### src/aac_pkg.sv
// aac_pkg: constants, states and carrier structs for the aperture and arbiter configuration block.
// assumes one 100 MHz clock domain and an APB register bus with 32-bit data.
`default_nettype none
package aac_pkg;

  ////////////////////////////////////////////////////////////////////////////
  // register indices as printed, byte address is four times the index
  localparam logic [7:0]  IDX_APERTURE_SIZE_SELECT   = 8'hB4;
  localparam logic [7:0]  IDX_TRANSLATION_TABLE_BASE = 8'hB8;
  localparam logic [7:0]  IDX_MULTI_TRANSACTION_SLICE = 8'hBC;
  localparam logic [7:0]  IDX_LOW_PRIORITY_SLICE     = 8'hBD;
  localparam logic [7:0]  IDX_APERTURE_BASE          = 8'h10;
  localparam int          ADDR_W                     = 12;

  ////////////////////////////////////////////////////////////////////////////
  // field positions and masks
  localparam int          SIZE_BIT_POS     = 3;
  localparam int          BASE_GATED_BIT   = 25;
  localparam int          BASE_FIELD_LO    = 26;
  localparam int          TABLE_FIELD_HI   = 28;
  localparam int          TABLE_FIELD_LO   = 12;
  localparam int          PAGE_SHIFT       = 12;
  localparam logic [7:0]  SLICE_FIELD_MASK = 8'hF8;

  ////////////////////////////////////////////////////////////////////////////
  // values after reset
  localparam logic [7:0]  RST_APERTURE_SIZE_SELECT    = 8'h00;
  localparam logic [31:0] RST_TRANSLATION_TABLE_BASE  = 32'h00000000;
  localparam logic [7:0]  RST_MULTI_TRANSACTION_SLICE = 8'h00;
  localparam logic [7:0]  RST_LOW_PRIORITY_SLICE      = 8'h00;
  localparam logic [31:0] RST_APERTURE_BASE           = 32'h00000000;

  ////////////////////////////////////////////////////////////////////////////
  // multi-transaction arbiter owner states, gray along idle-agp-host
  typedef enum logic [1:0] {
    AAC_OWN_IDLE = 2'b00,
    AAC_OWN_AGP  = 2'b01,
    AAC_OWN_HOST = 2'b11
  } aac_owner_e;

  ////////////////////////////////////////////////////////////////////////////
  // carriers
  typedef struct packed {
    logic              psel;
    logic              penable;
    logic              pwrite;
    logic [ADDR_W-1:0] paddr;
    logic [31:0]       pwdata;
    logic [3:0]        pstrb;
  } aac_apb_req_s;

  typedef struct packed {
    logic [31:0] prdata;
    logic        pready;
    logic        pslverr;
  } aac_apb_rsp_s;

  typedef struct packed {
    logic agp_req;
    logic host_req;
  } aac_arb_req_s;

  typedef struct packed {
    logic lp_active;
    logic other_pending;
    logic hp_req;
  } aac_lp_req_s;

  typedef struct packed {
    logic        hit;
    logic [31:0] entry_addr;
  } aac_xlat_rsp_s;

endpackage : aac_pkg
`default_nettype wire

### src/aac_cfg.sv
// aac_cfg: aperture size, aperture base, translation table base and the two arbiter time slices.
// assumes an APB master on the same clock, and agents whose requests are synchronous to clk.
//
// How it works
// - aperture size select resets to zero, meaning the 64 MB aperture
// - size bit clear: aperture base bit 25 reads zero and ignores writes
// - size bit set: aperture base bit 25 is a normal read/write bit
// - size bit at position 3: 0 means 64 MB, 1 means 32 MB
// - table base keeps bits 28:12 only, so it is 4 KB aligned
// - translation uses the table base to form the entry fetch address
// - a new table base is used by the next fetch, no quiescing needed
// - when the owner's multi-transaction slice expires the other agent gets the bus
// - multi-transaction slice of zero disables the slice mechanism
// - multi-transaction count in bits 7:3, value read as a clock count
// - low-priority slice guarantees minimum tenure for low-priority transfers
// - low-priority slice spans the whole transfer state, over several transactions
// - after low-priority expiry yield only if another request is pending
// - high-priority requests never wait for the low-priority slice
// - low-priority slice of zero disables the minimum tenure
// - low-priority count in bits 7:3, value read as a clock count
`timescale 1ns/10ps
`default_nettype none
module aac_cfg (
  // clock and reset
  input  wire logic                   clk,
  input  wire logic                   sys_rst,
  // apb slave
  input  wire aac_pkg::aac_apb_req_s  apb_req,
  output var  aac_pkg::aac_apb_rsp_s  apb_rsp,
  // multi-transaction arbiter
  input  wire aac_pkg::aac_arb_req_s  arb_req,
  output logic                        agp_grant,
  output logic                        host_grant,
  // low-priority tenure
  input  wire aac_pkg::aac_lp_req_s   lp_req,
  output logic                        lp_yield,
  // translation entry fetch
  input  wire logic                   xlat_valid,
  input  wire logic [31:0]            xlat_addr,
  output logic                        entry_valid,
  output var  aac_pkg::aac_xlat_rsp_s xlat_rsp,
  // configuration view
  output logic                        aperture_32mb
);
  import aac_pkg::*;

  ////////////////////////////////////////////////////////////////////////////
  // register storage
  logic [7:0]  aperture_size_select;
  logic [31:0] aperture_base;
  logic [31:0] translation_table_base;
  logic [7:0]  multi_transaction_slice;
  logic [7:0]  low_priority_slice;
  logic        size_bit;
  logic [31:0] base_mask;

  // bus decode
  logic [ADDR_W-1:0] a_size;
  logic [ADDR_W-1:0] a_base;
  logic [ADDR_W-1:0] a_table;
  logic [ADDR_W-1:0] a_mts;
  logic [ADDR_W-1:0] a_lps;
  logic              setup_phase;
  logic              wr_take;
  logic              sel_size;
  logic              sel_base;
  logic              sel_table;
  logic              sel_mts;
  logic              sel_lps;
  logic              sel_any;
  logic [31:0]       next_prdata;
  logic [31:0]       lane_mask;

  assign a_size  = ADDR_W'({IDX_APERTURE_SIZE_SELECT, 2'b00});
  assign a_base  = ADDR_W'({IDX_APERTURE_BASE, 2'b00});
  assign a_table = ADDR_W'({IDX_TRANSLATION_TABLE_BASE, 2'b00});
  assign a_mts   = ADDR_W'({IDX_MULTI_TRANSACTION_SLICE, 2'b00});
  assign a_lps   = ADDR_W'({IDX_LOW_PRIORITY_SLICE, 2'b00});

  // no wait state: read data is captured in setup so prdata comes from a flop
  assign setup_phase = apb_req.psel & ~apb_req.penable;
  assign wr_take     = apb_req.psel & apb_req.penable & apb_rsp.pready & apb_req.pwrite;

  // address decoding
  always_comb begin
    sel_size  = 1'b0;
    sel_base  = 1'b0;
    sel_table = 1'b0;
    sel_mts   = 1'b0;
    sel_lps   = 1'b0;
    if (apb_req.paddr == a_size) begin
      sel_size = 1'b1;
    end else if (apb_req.paddr == a_base) begin
      sel_base = 1'b1;
    end else if (apb_req.paddr == a_table) begin
      sel_table = 1'b1;
    end else if (apb_req.paddr == a_mts) begin
      sel_mts = 1'b1;
    end else if (apb_req.paddr == a_lps) begin
      sel_lps = 1'b1;
    end
  end
  assign sel_any = sel_size | sel_base | sel_table | sel_mts | sel_lps;

  // byte enables widened to a bit mask
  generate
    for (genvar gi = 0; gi < 4; gi++) begin : g_lane
      assign lane_mask[gi*8 +: 8] = {8{apb_req.pstrb[gi]}};
    end
  endgenerate

  // read mux; reserved bits are never stored so they read zero
  always_comb begin
    next_prdata = 32'h00000000;
    if (sel_size) begin
      next_prdata = {24'h000000, aperture_size_select};
    end else if (sel_base) begin
      next_prdata = aperture_base & base_mask; // bit 25 reads zero even in the cycle it is cleared
    end else if (sel_table) begin
      next_prdata = translation_table_base;
    end else if (sel_mts) begin
      next_prdata = {24'h000000, multi_transaction_slice};
    end else if (sel_lps) begin
      next_prdata = {24'h000000, low_priority_slice};
    end
  end

  ////////////////////////////////////////////////////////////////////////////
  // apb answer: pready high in the access cycle that follows setup
  always_ff @(posedge clk) begin
    if (sys_rst) begin
      apb_rsp.pready <= 1'b0;
    end else begin
      apb_rsp.pready <= setup_phase;
    end
  end

  // read data and error captured in setup; unmapped addresses answer pslverr
  always_ff @(posedge clk) begin
    if (sys_rst) begin
      apb_rsp.prdata  <= 32'h00000000;
      apb_rsp.pslverr <= 1'b0;
    end else if (setup_phase) begin
      apb_rsp.prdata  <= apb_req.pwrite ? 32'h00000000 : next_prdata;
      apb_rsp.pslverr <= ~sel_any;
    end
  end

  ////////////////////////////////////////////////////////////////////////////
  // aperture size select: only the size bit is stored
  always_ff @(posedge clk) begin
    if (sys_rst) begin
      aperture_size_select <= RST_APERTURE_SIZE_SELECT;
    end else if (wr_take && sel_size && apb_req.pstrb[0]) begin
      aperture_size_select <= apb_req.pwdata[7:0] & (8'h01 << SIZE_BIT_POS);
    end
  end

  // size bit decode: 0 is 64 MB, 1 is 32 MB
  assign size_bit = aperture_size_select[SIZE_BIT_POS];

  // aperture base: bits 31:26 always writable, bit 25 gated by the size bit
  always_comb begin
    base_mask = 32'h00000000;
    base_mask[31:BASE_FIELD_LO] = '1;
    base_mask[BASE_GATED_BIT]   = size_bit;
  end

  always_ff @(posedge clk) begin
    if (sys_rst) begin
      aperture_base <= RST_APERTURE_BASE;
    end else if (wr_take && sel_base) begin
      aperture_base <= ((apb_req.pwdata & lane_mask) | (aperture_base & ~lane_mask)) & base_mask;
    end else if (!size_bit) begin
      aperture_base[BASE_GATED_BIT] <= 1'b0; // clearing the size bit drops bit 25 too
    end
  end

  // translation table base: only bits 28:12 are kept, 4 KB alignment by construction
  logic [31:0] table_mask;
  always_comb begin
    table_mask = 32'h00000000;
    table_mask[TABLE_FIELD_HI:TABLE_FIELD_LO] = '1;
  end

  always_ff @(posedge clk) begin
    if (sys_rst) begin
      translation_table_base <= RST_TRANSLATION_TABLE_BASE;
    end else if (wr_take && sel_table) begin
      translation_table_base <= ((apb_req.pwdata & lane_mask) | (translation_table_base & ~lane_mask))
                                & table_mask;
    end
  end

  // slice registers keep bits 7:3, low three bits are reserved
  always_ff @(posedge clk) begin
    if (sys_rst) begin
      multi_transaction_slice <= RST_MULTI_TRANSACTION_SLICE;
    end else if (wr_take && sel_mts && apb_req.pstrb[0]) begin
      multi_transaction_slice <= apb_req.pwdata[7:0] & SLICE_FIELD_MASK;
    end
  end

  always_ff @(posedge clk) begin
    if (sys_rst) begin
      low_priority_slice <= RST_LOW_PRIORITY_SLICE;
    end else if (wr_take && sel_lps && apb_req.pstrb[0]) begin
      low_priority_slice <= apb_req.pwdata[7:0] & SLICE_FIELD_MASK;
    end
  end

  always_ff @(posedge clk) begin
    if (sys_rst) begin
      aperture_32mb <= 1'b0;
    end else begin
      aperture_32mb <= size_bit;
    end
  end

  ////////////////////////////////////////////////////////////////////////////
  // multi-transaction arbiter between the agp master and the host bridge
  aac_owner_e owner;
  aac_owner_e next_owner;
  logic [7:0] mt_count;
  logic       mt_enabled;
  logic       mt_expired;
  logic       own_req;
  logic       other_req;

  assign mt_enabled = (multi_transaction_slice != 8'h00);
  // register value is the clock count, step of eight comes from the masked field
  assign mt_expired = mt_enabled && (mt_count >= multi_transaction_slice - 8'h01);

  always_comb begin
    own_req   = 1'b0;
    other_req = 1'b0;
    case (owner)
      AAC_OWN_AGP: begin
        own_req   = arb_req.agp_req;
        other_req = arb_req.host_req;
      end
      AAC_OWN_HOST: begin
        own_req   = arb_req.host_req;
        other_req = arb_req.agp_req;
      end
      default: begin
        own_req   = 1'b0;
        other_req = 1'b0;
      end
    endcase
  end

  // owner switches on slice expiry, or when the owner lets go
  always_comb begin
    next_owner = owner;
    case (owner)
      AAC_OWN_IDLE: begin
        if (arb_req.agp_req) begin
          next_owner = AAC_OWN_AGP;
        end else if (arb_req.host_req) begin
          next_owner = AAC_OWN_HOST;
        end
      end
      AAC_OWN_AGP: begin
        if ((mt_expired || !own_req) && other_req) begin
          next_owner = AAC_OWN_HOST;
        end else if (!own_req) begin
          next_owner = AAC_OWN_IDLE;
        end
      end
      AAC_OWN_HOST: begin
        if ((mt_expired || !own_req) && other_req) begin
          next_owner = AAC_OWN_AGP;
        end else if (!own_req) begin
          next_owner = AAC_OWN_IDLE;
        end
      end
      default: begin
        next_owner = AAC_OWN_IDLE;
      end
    endcase
  end

  always_ff @(posedge clk) begin
    if (sys_rst) begin
      owner <= AAC_OWN_IDLE;
    end else begin
      owner <= next_owner;
    end
  end

  // slice counter restarts on every change of owner; saturates so a lone owner keeps the bus
  always_ff @(posedge clk) begin
    if (sys_rst) begin
      mt_count <= 8'h00;
    end else if (next_owner != owner || owner == AAC_OWN_IDLE) begin
      mt_count <= 8'h00;
    end else if (mt_enabled && !mt_expired) begin
      mt_count <= mt_count + 8'h01;
    end
  end

  always_ff @(posedge clk) begin
    if (sys_rst) begin
      agp_grant  <= 1'b0;
      host_grant <= 1'b0;
    end else begin
      agp_grant  <= (next_owner == AAC_OWN_AGP);
      host_grant <= (next_owner == AAC_OWN_HOST);
    end
  end

  ////////////////////////////////////////////////////////////////////////////
  // low-priority minimum tenure
  logic [7:0] lp_count;
  logic       lp_enabled;
  logic       lp_expired;
  logic       next_lp_yield;

  assign lp_enabled = (low_priority_slice != 8'h00);
  assign lp_expired = !lp_enabled || (lp_count >= low_priority_slice);

  // count runs over the whole transfer state, not per transaction
  always_ff @(posedge clk) begin
    if (sys_rst) begin
      lp_count <= 8'h00;
    end else if (!lp_req.lp_active) begin
      lp_count <= 8'h00;
    end else if (lp_enabled && !lp_expired) begin
      lp_count <= lp_count + 8'h01;
    end
  end

  // high priority cuts in at once; others wait for expiry and only if pending
  always_comb begin
    next_lp_yield = 1'b0;
    if (lp_req.hp_req) begin
      next_lp_yield = 1'b1;
    end else if (lp_req.lp_active && lp_expired && lp_req.other_pending) begin
      next_lp_yield = 1'b1;
    end
  end

  always_ff @(posedge clk) begin
    if (sys_rst) begin
      lp_yield <= 1'b0;
    end else begin
      lp_yield <= next_lp_yield;
    end
  end

  ////////////////////////////////////////////////////////////////////////////
  // translation entry address: one 4-byte entry per 4 KB aperture page
  logic [13:0] page_idx;
  logic        next_hit;

  // in the 32 MB case the top page bit belongs to the base compare
  always_comb begin
    page_idx = xlat_addr[BASE_GATED_BIT:PAGE_SHIFT];
    if (size_bit) begin
      page_idx[13] = 1'b0;
    end
  end
  assign next_hit = ((xlat_addr ^ aperture_base) & base_mask) == 32'h00000000;

  // the table base is read live, so a rewrite steers the very next fetch
  always_ff @(posedge clk) begin
    if (sys_rst) begin
      entry_valid         <= 1'b0;
      xlat_rsp.hit        <= 1'b0;
      xlat_rsp.entry_addr <= 32'h00000000;
    end else begin
      entry_valid <= xlat_valid;
      if (xlat_valid) begin
        xlat_rsp.hit        <= next_hit;
        xlat_rsp.entry_addr <= translation_table_base + {16'h0000, page_idx, 2'b00};
      end
    end
  end

endmodule // aac_cfg
`default_nettype wire

### config.mk
export PLATFORM = sky130hd
export DESIGN_NAME = aac_cfg
export DESIGN_NICKNAME = d
export VERILOG_FILES = /design/src/aac_pkg.sv /design/src/aac_cfg.sv
export SDC_FILE = /design/constraint.sdc
export NUM_CORES = 1
export LEC_CHECK = 0
export ABC_AREA = 0
export ABC_CLOCK_PERIOD_IN_PS = 2900
export BUFFER_PORTS_ARGS = -buffer_cell sky130_fd_sc_hd__buf_2
export CORE_ASPECT_RATIO = 0.8
export CORE_MARGIN = 2
export CORE_UTILIZATION = 45
export DETAILED_ROUTE_END_ITERATION = 8
export PLACE_DENSITY = 0.82
export SYNTH_ARGS = -nofsm -noshare
export SYNTH_HDL_FRONTEND = slang
export SYNTH_SLANG_ARGS = --single-unit
### constraint.sdc
create_clock -name clk -period 2.9 [get_ports clk]
set_input_delay 0.58 -clock clk [delete_from_list [all_inputs] [get_ports clk]]
set_output_delay 0.58 -clock clk [all_outputs]
set_load 0.1 [all_outputs]
==> impl_metrics.json <==
{
  "drive_gt1_frac": 0.2583,
  "numCtsBuffers": 17,
  "syn_area_um2": 5296,
  "finalClockSkew_ps": 6.963,
  "layout_min_cycle_time_ps": 2668,
  "place_hpwl_um": 9632,
  "grt_pass1_wl_um": 21080,
  "yosysTopAreaCell": "dfxtp_1",
  "gp_congestion": 0.8378,
  "synth_xor_area_frac": 0.05622,
  "post-route-period-util": 0.9201,
  "hold_path_class": "in2reg",
  "dieHeight_um": 101.0,
  "tightest_slew_ps": 825.6,
  "slew_headroom": 0.4476,
  "rsz0062_at_grt": "false",
  "nFillCells": 1026,
  "routed_wl_um": 13170,
  "grt_pass1_vias": 4328,
  "clkTransAtPathRegs_ps": 60,
  "slew_viol_final": 0,
  "antenna_cells": 0,
  "clk_latency_ps": 410,
  "critPathLaunchType": "flop",
  "die_w_um": 125.3,
  "status": "finished, final reports clean",
  "ys.flop_type": "dfxtp_1",
  "drt_iter0_markers": 282,
  "cts_tree": "built",
  "endpoint_kind": "flop",
  "clockBufferDepth": 2,
  "ys_ff_latch": 114,
  "synth_compound_area_frac": 0.1155,
  "ant_nets": 0,
  "synth-edff-count": 0,
  "ctsHoldBuffers": 0,
  "synth_top_family_by_area": "simple AND/OR/NAND/NOR gates",
  "wire_per_inst_um": 15.10,
  "grt_max_degree": 60,
  "utilization": 0.5869,
  "synthSimpleGateAreaFrac": 0.2098,
  "crit_type": "reg2reg",
  "syn-instance-count": 568,
  "fp.dieArea_um2": 12660,
  "synth-warning-count": 0,
  "place.port_buffers": 132,
  "via_per_inst": 5.264,
  "ios": 163,
  "async_flop_share": 0,
  "ys_seq_area_frac": 0.4309,
  "grt_overflow_total": 0,
  "grt_antenna_before_repair": 0,
  "synth.mux.area_fraction": 0.09851,
  "fin_nets": 822,
  "synth_most_common_cell": "dfxtp_1",
  "multi_input_area_um2": 2829,
  "p_leak_nw": 2.964,
  "drcViolationCount": 0,
  "final_hold_viol_count": 0,
  "critPathRequiredTime_ps": 3180,
  "coreArea_um2": 11520,
  "ir_drop_mv": 0.4509,
  "start_util": 0.4599,
  "synth_fa_ha_area_frac": 0.04630,
  "setup_tns_ps": 0,
  "powerDensity_nw_per_um2": 634.0,
  "setup_viol_count_final": 0,
  "htree_levels": 4,
  "cts.sinks": 114,
  "cts_root_buf": "clkbuf_16",
  "cap_violations": 0,
  "worstPathMaxFanout": 8,
  "fmax_mhz": 374.8,
  "vias": 4590,
  "regArea_um2": 2282,
  "ys_top_cells_by_area": "dfxtp_1 43%, mux2i_1 9.6%, nor2_1 5.8%",
  "syn_area_per_cell_um2": 9.325,
  "grt_usage": 0.2103,
  "cts_resized": 0,
  "synth_common_cells": "114 x dfxtp_1, 82 x nor2_1, 51 x mux2i_1",
  "synth_top_area_frac": 0.4309,
  "drt-pass1-iter-count": 5,
  "rows": 35,
  "synthToLayoutAreaGrowth_pct": 27.62,
  "post_cts_buffers": 0,
  "synth_cell_types": 59,
  "worst_ep_arrival_time_ps": 2950
}
[through the flow]
stage	setup slack (ps)	power, mW	instances	area (µm²)	hold slack [ps]
after floorplan	526.6	1.981	578	5334	461.8
after global placement	337.4	2.074	841	6122	434.4
after detailed placement	235.9	2.079	841	6122	440.6
after CTS	215.1	4.311	872	6759	369.7
after global routing	60.66	4.418	872	6759	393.5
final	231.8	4.285	872	6759	379.1
[path summary, 6_finish.rpt]
check	from	endpoint	slack [ps]	cells after the start
worst min register to register	apb_rsp[27]	apb_rsp[27]	440	2
worst max register to register	multi_transaction_slice[3]	mt_count[1]	230	10
worst min-delay path	lp_req[0]	lp_yield	380	3
worst max-delay path	multi_transaction_slice[3]	mt_count[1]	230	10
[layout by cell type, fill, tap and decap left out, types with 6 or more instances in the layout]
master,n
buf_2,132
dfxtp_1,114
nor2_1,82
mux2i_1,51
nand2_1,32
xnor2_1,23
nand3_1,18
ha_1,18
clkbuf_16,17
inv_1,16
a21oi_1,16
a211oi_1,16
buf_4,14
o21ai_0,13
a22o_1,13
nor2b_1,11
nand4_1,11
xor2_1,11
conb_1,11
nor3_1,10
a22oi_1,8
and3_1,7
nand2b_1,6
a21o_1,6
or3_1,6
[layout make-up]
cell class	count	share of cell area
Tap cell	148	0.02740
Clock buffer	22	0.07164
Multi-Input combinational cell	417	0.4185
Timing Repair Buffer	146	0.1133
Clock inverter	9	0.02258
Inverter	16	0.008886
Sequential cell	114	0.3377
[logic make-up (layout without fill, tap and decap cells)]
family	count (synthesis)	in the layout
multiplexers	52	52
other	1	11
XOR/XNOR	34	34
AND/OR/NAND/NOR	213	213
buffers and inverters	47	193
flip-flops	114	114
adder cells (fa/ha/maj)	19	19
AO/OA/AOI/OAI	88	88
[power breakdown]
| group | total (mW) | internal (mW) | switching [mW] |
|---|---|---|---|
| clock network | 2.24 | 1.52 | 0.717 |
| logic | 0.439 | 0.0912 | 0.347 |
| registers | 1.61 | 1.59 | 0.0137 |
| total | 4.28 | 3.21 | 1.08 |
[worst max-delay path: stages, from the launching register on]
cell,delay (ps)
dfxtp_1,350
inv_1,80
ha_1,190
nor4b_1,450
nor2_1,110
ha_1,330
nand3_1,90
a21o_1,180
a21oi_1,310
a2111o_1,370
nor2_1,90
[layer usage]
layer	share of wire	wire [µm]	GRT usage
met5	0	0	0
met4	0.012	160	0.07265
met3	0.061	800	0.06794
met2	0.44	5857	0.3257
met1	0.48	6347	0.2783
Power figures use the tool's default switching activity.
